**src/lcs_pkg.sv**
```systemverilog
// package: register map, field layout, timing constants and carrier types for the charge sequencer
package lcs_pkg;

    // =====================================================
    // clock and time base
    localparam int unsigned CLK_HZ = 125000000;
    localparam int unsigned TICK_US = 1000;
    localparam int unsigned TICK_CYCLES = CLK_HZ / 1000000 * TICK_US;

    // =====================================================
    // delays and timers, in milliseconds or seconds, with counts in ticks
    localparam int unsigned USB_DELAY_MS = 375;
    localparam int unsigned DEGLITCH_MS = 375;
    localparam int unsigned PRECHG_TIME_S = 1800;
    localparam int unsigned TAPER_TIME_S = 1800;
    localparam int unsigned FAST_CHARGE_TIME_S = 18000;
    localparam int unsigned USB_DELAY_TICKS = USB_DELAY_MS * 1000 / TICK_US;
    localparam int unsigned DEGLITCH_TICKS = DEGLITCH_MS * 1000 / TICK_US;
    localparam int unsigned PRECHG_TICKS = PRECHG_TIME_S * 1000 / (TICK_US / 1000);
    localparam int unsigned TAPER_TICKS = TAPER_TIME_S * 1000 / (TICK_US / 1000);
    localparam int unsigned FAST_CHARGE_TICKS = FAST_CHARGE_TIME_S * 1000 / (TICK_US / 1000);
    localparam int TIMER_W = 25;
    localparam int TICK_W = 20;

    // =====================================================
    // register map (byte addresses)
    localparam logic [3:0] CONFIG_ADDR = 4'h0;
    localparam logic [3:0] STATUS_ADDR = 4'h4;
    localparam logic [3:0] COMMAND_ADDR = 4'h8;

    // charger_config_register fields
    localparam int CFG_CHG_DISABLE_BIT = 0;
    localparam int CFG_USB_INHIBIT_BIT = 1;
    localparam int CFG_USB_500_BIT = 2;
    localparam int CFG_SCALE_LSB = 3;
    localparam int CFG_TIMER_EN_BIT = 5;
    localparam logic [7:0] CFG_RESET = 8'h00;

    // charger_status_register fields
    localparam int ST_FAULT_BIT = 0;
    localparam int ST_TAPER_BIT = 1;
    localparam int ST_TERM_BIT = 2;
    localparam int ST_TEMP_BIT = 3;
    localparam int ST_AC_SEL_BIT = 4;
    localparam int ST_USB_SEL_BIT = 5;
    localparam int ST_PHASE_LSB = 8;

    // command register: write one to clear the latched fault
    localparam int CMD_CLEAR_FAULT_BIT = 0;

    // =====================================================
    // current select codes driven to the analog regulator
    localparam logic [2:0] ISEL_OFF = 3'h0;
    localparam logic [2:0] ISEL_DETECT = 3'h1;
    localparam logic [2:0] ISEL_PRECHG = 3'h2;
    localparam logic [2:0] ISEL_USB100 = 3'h3;
    localparam logic [2:0] ISEL_USB500 = 3'h4;
    localparam logic [2:0] ISEL_AC = 3'h5;

    typedef enum logic [2:0] {
        PH_SLEEP, PH_IDLE, PH_PRECHG, PH_FAST, PH_VREG, PH_DONE, PH_FAULT
    } lcs_phase_e;

    // analog front end flags, already synchronous to MCLK
    typedef struct packed {
        logic ac_present;
        logic usb_present;
        logic ac_overvolt;
        logic low_batt;
        logic in_vreg;
        logic taper;
        logic term;
        logic recharge;
        logic temp_ok;
        logic junc_hot;
        logic batt_replaced;
    } lcs_flags_s;

    typedef struct packed {
        logic pass_en;
        logic [2:0] isel;
        logic [1:0] ac_scale;
        logic sleep;
    } lcs_drive_s;

    typedef logic [TIMER_W-1:0] lcs_timer_t;
endpackage

```
**src/lcs_charge_sequencer.sv**
```systemverilog
// module: top of the lithium charge sequencer: source choice, phases, safety timers, status
//
// Notes on behaviour
// - adapter has priority over USB supply
// - USB limit 100 mA, host selects 500
// - host disables charger or only USB charging
// - wait fixed delay before USB charging starts
// - adapter overvoltage inhibits charging
// - temperature fault: switch off, timers frozen
// - low cell at start: precharge, tenth current
// - precharge timer expiry: fault, detection current
// - fault cleared by reset, replacement, host
// - fast-charge timer expiry: fault, detection current
// - leaving voltage regulation resets fast timer
// - fast and taper timers off until bit5
// - taper flag starts taper timer, expiry terminates
// - current above taper restarts taper timer
// - after termination, recharge flag restarts charging
// - junction hot freezes fast and taper timers
// - termination flag ends charging at once
// - replacement low battery restarts, clears taper/term
// - supply dip resets registers; host rewrites
// - both inputs absent: sleep
// - two-bit field scales adapter current 25% steps
// - charges autonomously above undervoltage lockout
// - USB start delay 375 ms
// - temperature flag deglitched over 375 ms
`timescale 1ns/1ps
`default_nettype none
module lcs_charge_sequencer #(
    parameter int unsigned TICK_CYCLES = lcs_pkg::TICK_CYCLES,
    parameter int unsigned USB_DELAY_TICKS = lcs_pkg::USB_DELAY_TICKS,
    parameter int unsigned DEGLITCH_TICKS = lcs_pkg::DEGLITCH_TICKS,
    parameter int unsigned PRECHG_TICKS = lcs_pkg::PRECHG_TICKS,
    parameter int unsigned TAPER_TICKS = lcs_pkg::TAPER_TICKS,
    parameter int unsigned FAST_CHARGE_TICKS = lcs_pkg::FAST_CHARGE_TICKS
) (
    input wire logic MCLK,
    input wire logic RSTN,
    input wire logic WB_CYC_I,
    input wire logic WB_STB_I,
    input wire logic WB_WE_I,
    input wire logic [3:0] WB_ADR_I,
    input wire logic [3:0] WB_SEL_I,
    input wire logic [31:0] WB_DAT_I,
    output logic [31:0] WB_DAT_O,
    output logic WB_ACK_O,
    input wire lcs_pkg::lcs_flags_s FLAGS,
    output lcs_pkg::lcs_drive_s DRIVE,
    output logic CHG_DONE,
    output logic CHG_FAULT
);
    // =====================================================
    // state
    typedef struct packed {
        lcs_pkg::lcs_phase_e phase;
        logic [lcs_pkg::TICK_W-1:0] presc;
        logic tick;
        logic [15:0] usb_cnt;
        logic usb_ready;
        lcs_pkg::lcs_timer_t pre_tmr;
        lcs_pkg::lcs_timer_t fast_tmr;
        lcs_pkg::lcs_timer_t taper_tmr;
        logic taper_run;
        logic fault;
        logic taper_st;
        logic term_st;
        logic in_vreg_d;
        lcs_pkg::lcs_drive_s drive;
    } lcs_top_s;

    lcs_top_s st_r;
    lcs_top_s st_nxt;
    logic [7:0] cfg;
    logic clr_cmd;
    logic temp_ok_dg;
    logic [31:0] status;
    logic use_ac;
    logic use_usb;
    logic src_ok;
    logic run_ok;
    logic timers_en;
    logic freeze;

    function automatic lcs_pkg::lcs_timer_t bump(input lcs_pkg::lcs_timer_t t, input logic tk);
        bump = tk ? t + lcs_pkg::lcs_timer_t'(1) : t;
    endfunction

    function automatic logic reached(input lcs_pkg::lcs_timer_t t, input int unsigned lim);
        reached = (t >= lcs_pkg::lcs_timer_t'(lim));
    endfunction

    // =====================================================
    // register bus and temperature filter
    lcs_wb_regs u_regs (
        .clk(MCLK),
        .rst_n(RSTN),
        .wb_cyc(WB_CYC_I),
        .wb_stb(WB_STB_I),
        .wb_we(WB_WE_I),
        .wb_adr(WB_ADR_I),
        .wb_sel(WB_SEL_I),
        .wb_dat_w(WB_DAT_I),
        .wb_dat_r(WB_DAT_O),
        .wb_ack(WB_ACK_O),
        .status(status),
        .config_q(cfg),
        .clear_fault(clr_cmd)
    );

    // comparator chatter near the window edge must not toggle the pass switch
    lcs_deglitch #(
        .COUNT(DEGLITCH_TICKS),
        .INIT(1'b1)
    ) u_temp_dg (
        .clk(MCLK),
        .rst_n(RSTN),
        .tick(st_r.tick),
        .d(FLAGS.temp_ok),
        .q(temp_ok_dg)
    );

    // =====================================================
    // source selection and gating
    always_comb begin
        use_ac = FLAGS.ac_present && !FLAGS.ac_overvolt;
        use_usb = !FLAGS.ac_present && FLAGS.usb_present && st_r.usb_ready
            && !cfg[lcs_pkg::CFG_USB_INHIBIT_BIT];
        src_ok = (use_ac || use_usb) && !cfg[lcs_pkg::CFG_CHG_DISABLE_BIT];
        run_ok = src_ok && temp_ok_dg && !FLAGS.junc_hot;
        timers_en = cfg[lcs_pkg::CFG_TIMER_EN_BIT];
        freeze = !temp_ok_dg || FLAGS.junc_hot;
    end

    always_comb begin
        status = 32'h0000_0000;
        status[lcs_pkg::ST_FAULT_BIT] = st_r.fault;
        status[lcs_pkg::ST_TAPER_BIT] = st_r.taper_st;
        status[lcs_pkg::ST_TERM_BIT] = st_r.term_st;
        status[lcs_pkg::ST_TEMP_BIT] = !temp_ok_dg;
        status[lcs_pkg::ST_AC_SEL_BIT] = use_ac;
        status[lcs_pkg::ST_USB_SEL_BIT] = use_usb;
        status[lcs_pkg::ST_PHASE_LSB +: 3] = st_r.phase;
    end

    // =====================================================
    // sequencer
    always_comb begin
        st_nxt = st_r;
        // slow time base keeps timer widths small
        st_nxt.tick = 1'b0;
        if (st_r.presc >= lcs_pkg::TICK_W'(TICK_CYCLES - 1)) begin
            st_nxt.presc = '0;
            st_nxt.tick = 1'b1;
        end else begin
            st_nxt.presc = st_r.presc + lcs_pkg::TICK_W'(1);
        end

        // USB settle delay restarts whenever USB goes away
        if (!FLAGS.usb_present) begin
            st_nxt.usb_cnt = 16'h0000;
            st_nxt.usb_ready = 1'b0;
        end else if (st_r.tick && !st_r.usb_ready) begin
            if (st_r.usb_cnt >= 16'(USB_DELAY_TICKS - 1)) begin
                st_nxt.usb_ready = 1'b1;
            end else begin
                st_nxt.usb_cnt = st_r.usb_cnt + 16'h0001;
            end
        end

        st_nxt.in_vreg_d = FLAGS.in_vreg;

        // fault clear: replacement or host; a new fault in this cycle still wins below
        if (clr_cmd || FLAGS.batt_replaced) begin
            st_nxt.fault = 1'b0;
        end

        unique case (st_r.phase)
            lcs_pkg::PH_SLEEP: begin
                if (FLAGS.ac_present || FLAGS.usb_present) begin
                    st_nxt.phase = st_r.fault ? lcs_pkg::PH_FAULT : lcs_pkg::PH_IDLE;
                end
            end
            lcs_pkg::PH_IDLE: begin
                if (run_ok) begin
                    st_nxt.pre_tmr = '0;
                    st_nxt.fast_tmr = '0;
                    st_nxt.taper_tmr = '0;
                    st_nxt.taper_run = 1'b0;
                    st_nxt.phase = FLAGS.low_batt ? lcs_pkg::PH_PRECHG
                        : lcs_pkg::PH_FAST;
                end
            end
            lcs_pkg::PH_PRECHG: begin
                if (!freeze) begin
                    st_nxt.pre_tmr = bump(st_r.pre_tmr, st_r.tick);
                end
                if (!FLAGS.low_batt) begin
                    st_nxt.phase = lcs_pkg::PH_FAST;
                end else if (reached(st_r.pre_tmr, PRECHG_TICKS)) begin
                    st_nxt.fault = 1'b1;
                    st_nxt.phase = lcs_pkg::PH_FAULT;
                end
            end
            lcs_pkg::PH_FAST, lcs_pkg::PH_VREG: begin
                if (timers_en && !freeze) begin
                    st_nxt.fast_tmr = bump(st_r.fast_tmr, st_r.tick);
                end
                if (st_r.in_vreg_d && !FLAGS.in_vreg && !freeze) begin
                    st_nxt.fast_tmr = '0;
                end
                st_nxt.phase = FLAGS.in_vreg ? lcs_pkg::PH_VREG : lcs_pkg::PH_FAST;
                if (st_r.phase == lcs_pkg::PH_VREG && timers_en) begin
                    if (!FLAGS.taper) begin
                        st_nxt.taper_run = 1'b0;
                        st_nxt.taper_tmr = '0;
                    end else begin
                        st_nxt.taper_run = 1'b1;
                        if (!freeze) begin
                            st_nxt.taper_tmr = bump(st_r.taper_tmr, st_r.tick);
                        end
                    end
                end
                if (FLAGS.term && st_r.phase == lcs_pkg::PH_VREG) begin
                    st_nxt.term_st = 1'b1;
                    st_nxt.phase = lcs_pkg::PH_DONE;
                end else if (timers_en && st_r.taper_run
                        && reached(st_r.taper_tmr, TAPER_TICKS)) begin
                    st_nxt.taper_st = 1'b1;
                    st_nxt.phase = lcs_pkg::PH_DONE;
                end else if (timers_en && !st_r.taper_run
                        && reached(st_r.fast_tmr, FAST_CHARGE_TICKS)) begin
                    st_nxt.fault = 1'b1;
                    st_nxt.phase = lcs_pkg::PH_FAULT;
                end
            end
            lcs_pkg::PH_DONE: begin
                if (FLAGS.recharge) begin
                    st_nxt.fast_tmr = '0;
                    st_nxt.taper_tmr = '0;
                    st_nxt.taper_run = 1'b0;
                    st_nxt.phase = lcs_pkg::PH_FAST;
                    if (FLAGS.batt_replaced) begin
                        st_nxt.taper_st = 1'b0;
                        st_nxt.term_st = 1'b0;
                        st_nxt.phase = FLAGS.low_batt ? lcs_pkg::PH_PRECHG
                            : lcs_pkg::PH_FAST;
                        st_nxt.pre_tmr = '0;
                    end
                end
            end
            lcs_pkg::PH_FAULT: begin
                if (!st_r.fault) begin
                    st_nxt.phase = lcs_pkg::PH_IDLE;
                end
            end
            default: begin
                st_nxt.phase = lcs_pkg::PH_IDLE;
            end
        endcase

        // losing every source, or a disable, drops back; IDLE restarts the timers from zero when charging resumes
        if (!FLAGS.ac_present && !FLAGS.usb_present) begin
            st_nxt.phase = lcs_pkg::PH_SLEEP;
        end else if (!src_ok && st_r.phase != lcs_pkg::PH_FAULT
                && st_r.phase != lcs_pkg::PH_DONE) begin
            st_nxt.phase = lcs_pkg::PH_IDLE;
        end

        // output drive
        st_nxt.drive.sleep = (st_nxt.phase == lcs_pkg::PH_SLEEP);
        st_nxt.drive.ac_scale = use_ac ? cfg[lcs_pkg::CFG_SCALE_LSB +: 2] : 2'h0;
        st_nxt.drive.pass_en = 1'b0;
        st_nxt.drive.isel = lcs_pkg::ISEL_OFF;
        if (st_nxt.phase == lcs_pkg::PH_FAULT && src_ok) begin
            st_nxt.drive.isel = lcs_pkg::ISEL_DETECT;
        end else if (run_ok && st_nxt.phase == lcs_pkg::PH_PRECHG) begin
            st_nxt.drive.pass_en = 1'b1;
            st_nxt.drive.isel = lcs_pkg::ISEL_PRECHG;
        end else if (run_ok && (st_nxt.phase == lcs_pkg::PH_FAST
                || st_nxt.phase == lcs_pkg::PH_VREG)) begin
            st_nxt.drive.pass_en = 1'b1;
            if (use_ac) begin
                st_nxt.drive.isel = lcs_pkg::ISEL_AC;
            end else if (cfg[lcs_pkg::CFG_USB_500_BIT]) begin
                st_nxt.drive.isel = lcs_pkg::ISEL_USB500;
            end else begin
                st_nxt.drive.isel = lcs_pkg::ISEL_USB100;
            end
        end
    end

    always_ff @(posedge MCLK or negedge RSTN) begin
        if (!RSTN) begin
            st_r <= '{phase: lcs_pkg::PH_SLEEP, presc: '0, tick: 1'b0,
                usb_cnt: 16'h0000, usb_ready: 1'b0, pre_tmr: '0, fast_tmr: '0,
                taper_tmr: '0, taper_run: 1'b0, fault: 1'b0, taper_st: 1'b0,
                term_st: 1'b0, in_vreg_d: 1'b0,
                drive: '{pass_en: 1'b0, isel: lcs_pkg::ISEL_OFF, ac_scale: 2'h0,
                    sleep: 1'b1}};
        end else begin
            st_r <= st_nxt;
        end
    end

    assign DRIVE = st_r.drive;
    assign CHG_DONE = (st_r.phase == lcs_pkg::PH_DONE);
    assign CHG_FAULT = st_r.fault;
endmodule
`default_nettype wire

```
**src/lcs_deglitch.sv**
```systemverilog
// module: persistence filter that passes a level only after it stays put for a number of ticks
`timescale 1ns/1ps
`default_nettype none
module lcs_deglitch #(
    parameter int unsigned COUNT = lcs_pkg::DEGLITCH_TICKS,
    parameter bit INIT = 1'b1
) (
    input wire logic clk,
    input wire logic rst_n,
    input wire logic tick,
    input wire logic d,
    output logic q
);
    typedef struct packed {
        logic q;
        logic [15:0] cnt;
    } lcs_dg_s;

    lcs_dg_s st_r;
    lcs_dg_s st_nxt;

    always_comb begin
        st_nxt = st_r;
        if (d == st_r.q) begin
            st_nxt.cnt = 16'h0000;
        end else if (tick) begin
            if (st_r.cnt >= 16'(COUNT - 1)) begin
                st_nxt.q = d;
                st_nxt.cnt = 16'h0000;
            end else begin
                st_nxt.cnt = st_r.cnt + 16'h0001;
            end
        end
    end

    always_ff @(posedge clk or negedge rst_n) begin
        if (!rst_n) begin
            st_r <= '{q: INIT, cnt: 16'h0000};
        end else begin
            st_r <= st_nxt;
        end
    end

    assign q = st_r.q;
endmodule
`default_nettype wire

```
**src/lcs_wb_regs.sv**
```systemverilog
// module: classic wishbone slave holding the config register and the fault-clear command
`timescale 1ns/1ps
`default_nettype none
module lcs_wb_regs (
    input wire logic clk,
    input wire logic rst_n,
    input wire logic wb_cyc,
    input wire logic wb_stb,
    input wire logic wb_we,
    input wire logic [3:0] wb_adr,
    input wire logic [3:0] wb_sel,
    input wire logic [31:0] wb_dat_w,
    output logic [31:0] wb_dat_r,
    output logic wb_ack,
    input wire logic [31:0] status,
    output logic [7:0] config_q,
    output logic clear_fault
);
    typedef struct packed {
        logic ack;
        logic [31:0] rdata;
        logic [7:0] cfg;
        logic clr;
    } lcs_wb_s;

    lcs_wb_s st_r;
    lcs_wb_s st_nxt;
    logic req;

    // one wait state, so ack drops in the cycle after it was given
    assign req = wb_cyc && wb_stb && !st_r.ack;

    always_comb begin
        st_nxt = st_r;
        st_nxt.ack = req;
        st_nxt.clr = 1'b0;
        st_nxt.rdata = 32'h0000_0000;
        if (req) begin
            unique case (wb_adr)
                lcs_pkg::CONFIG_ADDR: begin
                    st_nxt.rdata = {24'h00_0000, st_r.cfg};
                    if (wb_we && wb_sel[0]) begin
                        st_nxt.cfg = wb_dat_w[7:0];
                    end
                end
                lcs_pkg::STATUS_ADDR: begin
                    st_nxt.rdata = status;
                end
                lcs_pkg::COMMAND_ADDR: begin
                    if (wb_we && wb_sel[0]) begin
                        st_nxt.clr = wb_dat_w[lcs_pkg::CMD_CLEAR_FAULT_BIT];
                    end
                end
                default: begin
                    // unmapped: acked, reads zero, writes dropped
                    st_nxt.rdata = 32'h0000_0000;
                end
            endcase
        end
    end

    always_ff @(posedge clk or negedge rst_n) begin
        if (!rst_n) begin
            st_r <= '{ack: 1'b0, rdata: 32'h0000_0000, cfg: lcs_pkg::CFG_RESET,
                clr: 1'b0};
        end else begin
            st_r <= st_nxt;
        end
    end

    assign wb_ack = st_r.ack;
    assign wb_dat_r = st_r.rdata;
    assign config_q = st_r.cfg;
    assign clear_fault = st_r.clr;
endmodule
`default_nettype wire

```
**config.mk**
```make
export PLATFORM = sky130hd
export DESIGN_NAME = lcs_charge_sequencer
export DESIGN_NICKNAME = d
export VERILOG_FILES = /design/src/lcs_pkg.sv /design/src/lcs_charge_sequencer.sv /design/src/lcs_deglitch.sv /design/src/lcs_wb_regs.sv
export SDC_FILE = /design/constraint.sdc
export NUM_CORES = 1
export LEC_CHECK = 0
export ABC_CLOCK_PERIOD_IN_PS = 7000
export CAP_MARGIN = 25
export CORE_MARGIN = 4
export CORE_UTILIZATION = 69
export DETAILED_ROUTE_END_ITERATION = 16
export DONT_BUFFER_PORTS = 1
export PLACE_DENSITY = 0.85
export SYNTH_ARGS = -nofsm -noshare
export SYNTH_HDL_FRONTEND = slang
export SYNTH_SLANG_ARGS = --single-unit
```
**constraint.sdc**
```tcl
create_clock -name MCLK -period 7 [get_ports MCLK]
set_clock_uncertainty 0.1 [all_clocks]
set_input_delay 1.05 -clock MCLK [delete_from_list [all_inputs] [get_ports MCLK]]
set_output_delay 1.05 -clock MCLK [all_outputs]
set_load 0.02 [all_outputs]
```
==> results.txt, run 1 <==
The flow ran to the end, and the final reports show no timing, DRC or antenna violations. The design draws 1.98 mW. The worst setup path category is flip-flop to flip-flop. Detailed placement finished with a half-perimeter wire length of 12500 um.

The final net count was 979. Combinational cells account for 4.3% of the total power. During I/O placement, the number of pins put on the boundary was 98. In this run the horizontal extent of the chip is 120 um.

The startpoint kind of the worst setup timing path is a flip-flop. The share of total power dissipated in the clock network is 44.8%. The global route total overflow was 0.

No sink is reached through more buffers than the 2 on the longest clock path. The slowest stage of the critical path belongs to the cell sky130_fd_sc_hd__dfrtp_1. In this run the worst path has a maximum fanout of 20.

The non-filler instance count after layout is 1093, and the H-tree depth is 4. The total count of hold-check failures in the final report is 0, and the max-slew headroom at the worst pin is 33.2%. The critical path contains buffers and inverters numbering 0 combined. The largest net degree at the start of global routing is 167. For this design the static power due to leakage is 4.03 nW. In this run the post-CTS setup repair buffer count came out at 0. Dividing the synthesized area by the synthesized cell count gives 9.37 um2. The total wirelength of the detailed-routed design is 18800 um, and the power share of the sequential group is 50.9%.

In the routed design, unresolved DRC markers number 0. The most frequently used flop master after synthesis was sky130_fd_sc_hd__dfrtp_1. The area inside the core boundary was 12200 um2.

Counting flops and latches in the post-synthesis netlist gives 166. The signal on the critical path passes through or3b_1 -> nand2_1 -> nand2_2 -> o221ai_2 -> a21oi_1 -> or4_1 -> nand2_1. The cell count after synthesis came out at 925.

The number of clock sinks is 166. The post-synthesis to final-layout area growth is 6.37%, and the net switching power is 0.467 mW. The internal portion of the total power is 1.51 mW. The tree is rooted in a sky130_fd_sc_hd__clkbuf_16. Setup repair after global routing left no endpoint under its margin.

Summing all multi-input logic gate instances after layout gives 4130 um2. For this design, the CTS-stage hold fixing added 0 buffers. The first global-routing pass estimated 31700 um of wire. In this run, placement finished with an instance count of 1059. The required time of the critical path was 7.27 ns. For this run, the number of Yosys warnings is 0. The run gives 6646 as the via count of the first global-routing pass.

After detailed routing, the number of vias per cell comes to 6.29. TritonCTS built the clock tree. The data arrival time of the worst path is 4.02 ns, and the sequential standard cell area is 4160 um2. The tools report the register-to-register path setup slack as 3.24 ns. The tools report the peak ir drop on the vdd network as 0.231 mV. Derived from the worst setup path, the maximum achievable clock frequency is 266 MHz. In this run the cell area of the synthesized design comes to 8660 um2. The clock slew at the register clock pins of the worst setup and hold paths was 0.07 ns; the total of cells resized after clock tree synthesis was 0. The number of antenna diodes in the final layout is 0.

The run gives 6876 as the total vias in the final route. After filler insertion, the fill cell instance count of the layout stands at 841. In this run the tool buffered the top-level ports with 0 buffer cells.

Final weighted congestion of routability-driven global placement: 0.921. The tightest min-delay check is of the input pin to async pin type. On the final layout, the worst hold slack is 0.211 ns.

The remaining antenna violation count is 0. STA classifies the critical path endpoint as a flip-flop. The number of enable-type register cells in the synthesized netlist is 0, and the count of max-cap constraint violations is 0. The tools report the initial antenna violation count as 1. The slew of the pin with the lowest slew margin was 1.00 ns; the minimum period implied by the final worst setup slack was 3.76 ns.

The number of rows created at floorplan was 40; the accumulated negative setup slack was 0 ns. Of all flip-flops after synthesis, the portion carrying an async set or reset was 100%. OpenSTA, run right after detailed placement, puts the worst setup slack at 2.80 ns.

The first-pass iteration count of the detailed router was 5; the final setup violation count was 0. The number of DRC violations after detailed-routing iteration 0 is 641, and the period utilization is 53.7%. The tools report the effective utilization at floorplan as 71.2%. The most numerous cell on the critical path is sky130_fd_sc_hd__nand2_1. Of the total power, the share spent switching nets is 23.6%.

The tools report the TritonCTS buffer count as 17. After layout, the worst setup slack is 3.24 ns. Portion of the post-synthesis area used by sequential elements: 48.0%. Measured along the y axis, the die boundary spans 120 um. After detailed routing, the average wire length per cell comes to 17.2 um. Clock latency reported for the late side of the worst-skew pair: 0.43 ns. In this design, the stage delay of the slowest critical-path cell is 0.78 ns. Total routing usage reported by global routing: 26.9%.

The floorplan step defined a die boundary enclosing 14400 um2. For this design the ratio of total power to cell area is 215 nW/um2. After synthesis, the netlist uses 73 different library cells. The kind of cell with the highest combined delay along the critical path is simple AND/OR/NAND/NOR gates.

The number of slew-limit violations in the final report was 0; the proportion of layout cells with a drive suffix above 1 was 7.14%.
[stage by stage]
| step | utilization [%] | area [um2] |
|---|---|---|
| after CTS | 75.6 | 9190 |
| after floorplan | - | 8750 |
| final | 75.8 | 9220 |
| after detailed placement | 70.9 | 8630 |
| after global placement | 70.9 | 8630 |
| after global routing | 75.8 | 9220 |
[logic make-up after synthesis]
kind of cell             count (synthesis)  share of synthesized area (%)
buffers and inverters                   90                           5.34
flip-flops                             166                           48.0
AND/OR/NAND/NOR                        415                           24.1
adder cells (fa/ha/maj)                 11                           1.59
XOR/XNOR                                65                           6.57
other                                    1                         0.0433
AO/OA/AOI/OAI                          166                           13.0
multiplexers                            11                           1.40
[Yosys cell counts (all sizes together), types with 4 or more instances]
| cell type | count | area share [%] |
|---|---|---|
| a211oi | 7 | 0.72 |
| a21o | 4 | 0.35 |
| a21oi | 32 | 1.9 |
| a22oi | 5 | 0.43 |
| a31oi | 10 | 0.72 |
| a41oi | 4 | 0.40 |
| and2 | 22 | 1.6 |
| and3 | 25 | 1.8 |
| and4 | 7 | 0.71 |
| buf | 36 | 3.0 |
| clkbuf | 23 | 1.0 |
| dfrtp | 164 | 47 |
| ha | 11 | 1.6 |
| inv | 30 | 1.3 |
| mux2 | 9 | 1.2 |
| nand2 | 73 | 3.2 |
| nand2b | 10 | 0.72 |
| nand3 | 51 | 3.1 |
| nand4 | 35 | 2.5 |
| nor2 | 123 | 5.3 |
| nor2b | 6 | 0.43 |
| nor3 | 16 | 0.92 |
| nor4 | 17 | 1.2 |
| o2111ai | 6 | 0.61 |
| o211ai | 6 | 0.68 |
| o21a | 4 | 0.35 |
| o21ai | 54 | 3.2 |
| o31ai | 11 | 0.95 |
| or2 | 5 | 0.36 |
| or3 | 13 | 0.94 |
| or4 | 4 | 0.35 |
| xnor2 | 25 | 2.5 |
| xor2 | 40 | 4.0 |
[placed cells by master, fill, tap and decap left out, types with 11 or more instances in the layout]
cell                        count
sky130_fd_sc_hd__o31ai_1       11
sky130_fd_sc_hd__and2_1        21
sky130_fd_sc_hd__dfrtp_1      164
sky130_fd_sc_hd__a21oi_1       30
sky130_fd_sc_hd__nand3_1       50
sky130_fd_sc_hd__or3_1         13
sky130_fd_sc_hd__o21ai_0       50
sky130_fd_sc_hd__inv_1         30
sky130_fd_sc_hd__nor4_1        17
sky130_fd_sc_hd__nor2_1       123
sky130_fd_sc_hd__ha_1          11
sky130_fd_sc_hd__and3_1        25
sky130_fd_sc_hd__xor2_1        40
sky130_fd_sc_hd__conb_1        24
sky130_fd_sc_hd__nor3_1        16
sky130_fd_sc_hd__nand4_1       35
sky130_fd_sc_hd__nand2_1       72
sky130_fd_sc_hd__clkbuf_16     17
sky130_fd_sc_hd__xnor2_1       25
[area by class of cell]
class,instances,area share [%]
Clock buffer,18,4.77
Clock inverter,14,1.36
Inverter,31,1.26
Multi-Input combinational cell,692,44.8
Sequential cell,166,45.1
Tap cell,168,2.28
Timing Repair Buffer,4,0.407
[power groups by stage]
stage               Sequential, mW  Clock (mW)  Combinational [mW]
floorplan                     1.01           0              0.0820
global placement              1.02           0              0.0772
detailed placement            1.02           0              0.0826
CTS                           1.01       0.896              0.0841
global route                  1.01       0.943              0.0953
finish                        1.01       0.886              0.0854
[routing by layer]
layer  routed length, um  global-route usage [%]  share of wire [%]
met1                7810                    34.6                 42
met3                1200                    6.97                6.4
met2                9300                    44.4                 50
met5                  13                       0              0.069
met4                 456                    9.66                2.4
[sequential cells by signal, summed over array words and instances, names as in the netlist]
register / flops
st_r: 120
u_temp_dg.st_r: 16
u_regs.wb_dat_r: 11
u_regs.config_q: 8
DRIVE: 7
CHG_FAULT: 1
u_regs.clear_fault: 1
u_regs.wb_ack: 1
u_temp_dg.q: 1
[final timing paths]
path | startpoint | endpoint | depth (start not counted)
setup / recovery | st_r[127] | st_r[57] | 7
hold / removal | RSTN | st_r[50] | 0
hold reg to reg | st_r[105] | st_r[105] | 1
max in group asynchronous | RSTN | u_temp_dg.q | 0
min in group MCLK | st_r[105] | st_r[105] | 1
setup reg to reg | st_r[127] | st_r[57] | 7
Power figures use the tool's default switching activity.
==> run 2: changes to the inputs <==
ABC_CLOCK_PERIOD_IN_PS = 3150   (was 7000)
CORE_UTILIZATION = 58   (was 69)
PLACE_DENSITY = 0.76   (was 0.85)
clock period = 3.15 ns   (was 7 ns; I/O delays follow)
==> run 2 against run 1 <==
The run now ends with negative hold slack left. Clock power rose by 130%. Non-clock buffer count is 13 higher. Design area increased by 1.3%. Die area grew 18%. Critical path depth unchanged. First-iteration DRC count down 14%. Combinational power is 120% higher. Final cell count grew 2.7%. Sequential power increased by 120%.
==> results.txt, run 2 (same netlist as run 1, synthesis figures left out) <==
The die is 130 um tall. The H-tree depth is 4. For the area inside the core boundary, the log shows 14600 um2. The critical path's top delay family is compound AO/OA/AOI/OAI gates. STA classifies the critical path startpoint as a flip-flop.

The first global-routing pass estimated 29300 um of wire. The detail route stage leaves a number of antenna-violating nets equal to 0. The checks that failed: negative hold slack. Setup slack on the worst reg-to-reg path comes out at 0.40 ns. The finished layout holds 1122 standard cells, fillers aside.

Power density over the cells: 476 nW/um2. The run gives 0 as the number of antenna diodes. Total of fill cells in the finished design: 1177. OpenSTA, run right after detailed placement, puts the worst setup slack at 0.489 ns. The pre-antenna-repair detailed-routing pass consisted of 7 iterations.

The global-route met2 utilization came out at 33.1%. The flow ran to the end, but the final reports show violations. The register with the most flip-flops in the layout has 120 of them. Most common library cell in the layout ignoring fill and taps: sky130_fd_sc_hd__dfrtp_1. The worst hold path belongs to the class input pin to async pin. met2 is the most crowded layer. Clock-pin slew was measured on the worst setup and hold paths at 0.06 ns. The cell leakage power was 4.09 nW; the fraction of met3 tracks used by global routing was 3.93%. The tools report the hold buffer count at cts as 1. The area growth from synthesis to layout is 7.76%. The tools report the total count of hold-check failures in the final report as 166.

Clock tree synthesis selected as its root buffer the cell sky130_fd_sc_hd__clkbuf_16. The design draws 4.44 mW. The number of port buffers came out at 0. The tools report the initial antenna violation count as 0.

Across the run, the number of max-cap violations was 0. For this run the aggregate overflow at the end of global routing stands at 0. The number of rows created at floorplan was 44; the met1 capacity usage during global routing was 30.3%. The clock period could shrink to 2.75 ns. The tools report the residual DRC count as 0. VDD sags by at most 0.375 mV.

The number of clock sinks was 166; the die span in x was 130 um. The number of slew-limit violations in the final report was 0. Setup repair after global routing left no endpoint under its margin. Traced cell by cell, the critical path runs through and2b_2 -> o2111ai_1 -> a311oi_1 -> a211oi_1 -> a211oi_2 -> nand3_1 -> a211oi_1. The top cell types in the final layout, fill and taps aside, are sky130_fd_sc_hd__dfrtp_1 (164), sky130_fd_sc_hd__nor2_1 (123), sky130_fd_sc_hd__nand2_1 (72). The worst hold slack is -0.362 ns, and the TritonCTS buffer count is 17. The register name with the most flops is st_r. The number of instances in the placed design is 1089, and the proportion of layout cells with a drive suffix above 1 is 7.89%.

The maximum cell stage delay along the critical path is 0.57 ns, and the accumulated negative setup slack is 0 ns. The run gives 6169 as the via count of the first global-routing pass. The period utilization works out to 87.3%. The routed layout has 6650 vias.

The tools report the clock latency reported for the late side of the worst-skew pair as 0.43 ns. The worst path setup slack after routing is 0.400 ns. For this design the top-level I/O count stands at 98. The effective utilization at floorplan came out at 59.4%. Entering global routing, the biggest net connects 167 pins. The final weighted congestion of routability-driven global placement was 0.902. For the overall die area, the log shows 17000 um2. The max-slew headroom at the worst pin is 47.7%.

In the routed layout, each cell is associated on average with a via count of 5.93. Among the stages of the critical path, the cell type that occurs most often is sky130_fd_sc_hd__a211oi_1. The endpoint type of the worst setup path is a flip-flop. The tools report the post-detailed-placement half-perimeter wirelength as 11900 um.

The worst setup path category is flip-flop to flip-flop. Data on the critical path arrives at its endpoint at 2.98 ns. The longest clock path from root to sink contains 2 buffers.

For the worst setup path, the data required time is 3.38 ns. The maximum clock frequency was 364 MHz. After detailed routing, the average wire length per cell comes to 15.8 um. Setup violations remaining at the end of the flow were counted as 0.

For the pin with the worst max-slew slack, the measured transition is 0.781 ns. For this block, the initial DRC count from the detailed router was 550. Along the worst path, the maximum fanout reaches 6. At the end of the flow, the number of nets in the layout was 992. The run gives 64.0% as the share of the core filled with cells. TritonCTS built the clock tree. The logs give 21.3% for the total routing usage reported by global routing and 17700 um for the total wirelength of the detailed-routed design. Together, buffers and inverters on the worst path number 0. For this design, the slowest cell found on the critical path is sky130_fd_sc_hd__dfstp_2.
## run 2: through the flow
step	hold WS, ns	instance area, um2
3_5_place_dp	0.0811	8750
2_1_floorplan	0.0769	8750
6_report	-0.362	9340
5_1_grt	-0.373	9340
3_3_place_gp	0.0805	8750
4_1_cts	-0.375	9340
## run 2: final timing paths
check                                  from        end  cells past startpoint
worst min register to register    st_r[105]  st_r[105]                      1
max in group asynchronous              RSTN    st_r[9]                      0
worst max-delay path            u_temp_dg.q   DRIVE[5]                      7
worst min-delay path                   RSTN   st_r[49]                      0
worst max register to register  u_temp_dg.q   DRIVE[5]                      7
min in group MCLK                  FLAGS[9]  st_r[100]                      1
## run 2: routing by layer
| layer | wire (um) | vias to the layer above | share of wire [%] |
|---|---|---|---|
| li1 | - | 3216 | - |
| met1 | 8340 | 3233 | 47 |
| met2 | 8130 | 183 | 46 |
| met3 | 1010 | 18 | 5.7 |
| met4 | 262 | 0 | 1.5 |
| met5 | 0 | - | 0 |
## run 2: cell type report
class / instances / area (um2) / share of cell area, %
flip-flops and latches: 166 / 4160 / 44.5
clock inverters: 9 / 104 / 1.11
multi-input cells: 692 / 4130 / 44.2
repair buffers: 17 / 130 / 1.39
clock buffers: 23 / 468 / 5.01
well taps: 184 / 230 / 2.47
inverters: 31 / 116 / 1.25
## run 2: where the power goes
part / total [mW] / internal (mW) / switching, mW
Combinational: 0.188 / 0.0696 / 0.119
Clock: 2.02 / 1.20 / 0.817
Sequential: 2.23 / 2.18 / 0.0535
## run 2: repair_timing
action                                 CTS  global route
gates resized for setup                  0             0
setup buffers                            0             0
endpoints found under the hold margin  167           166
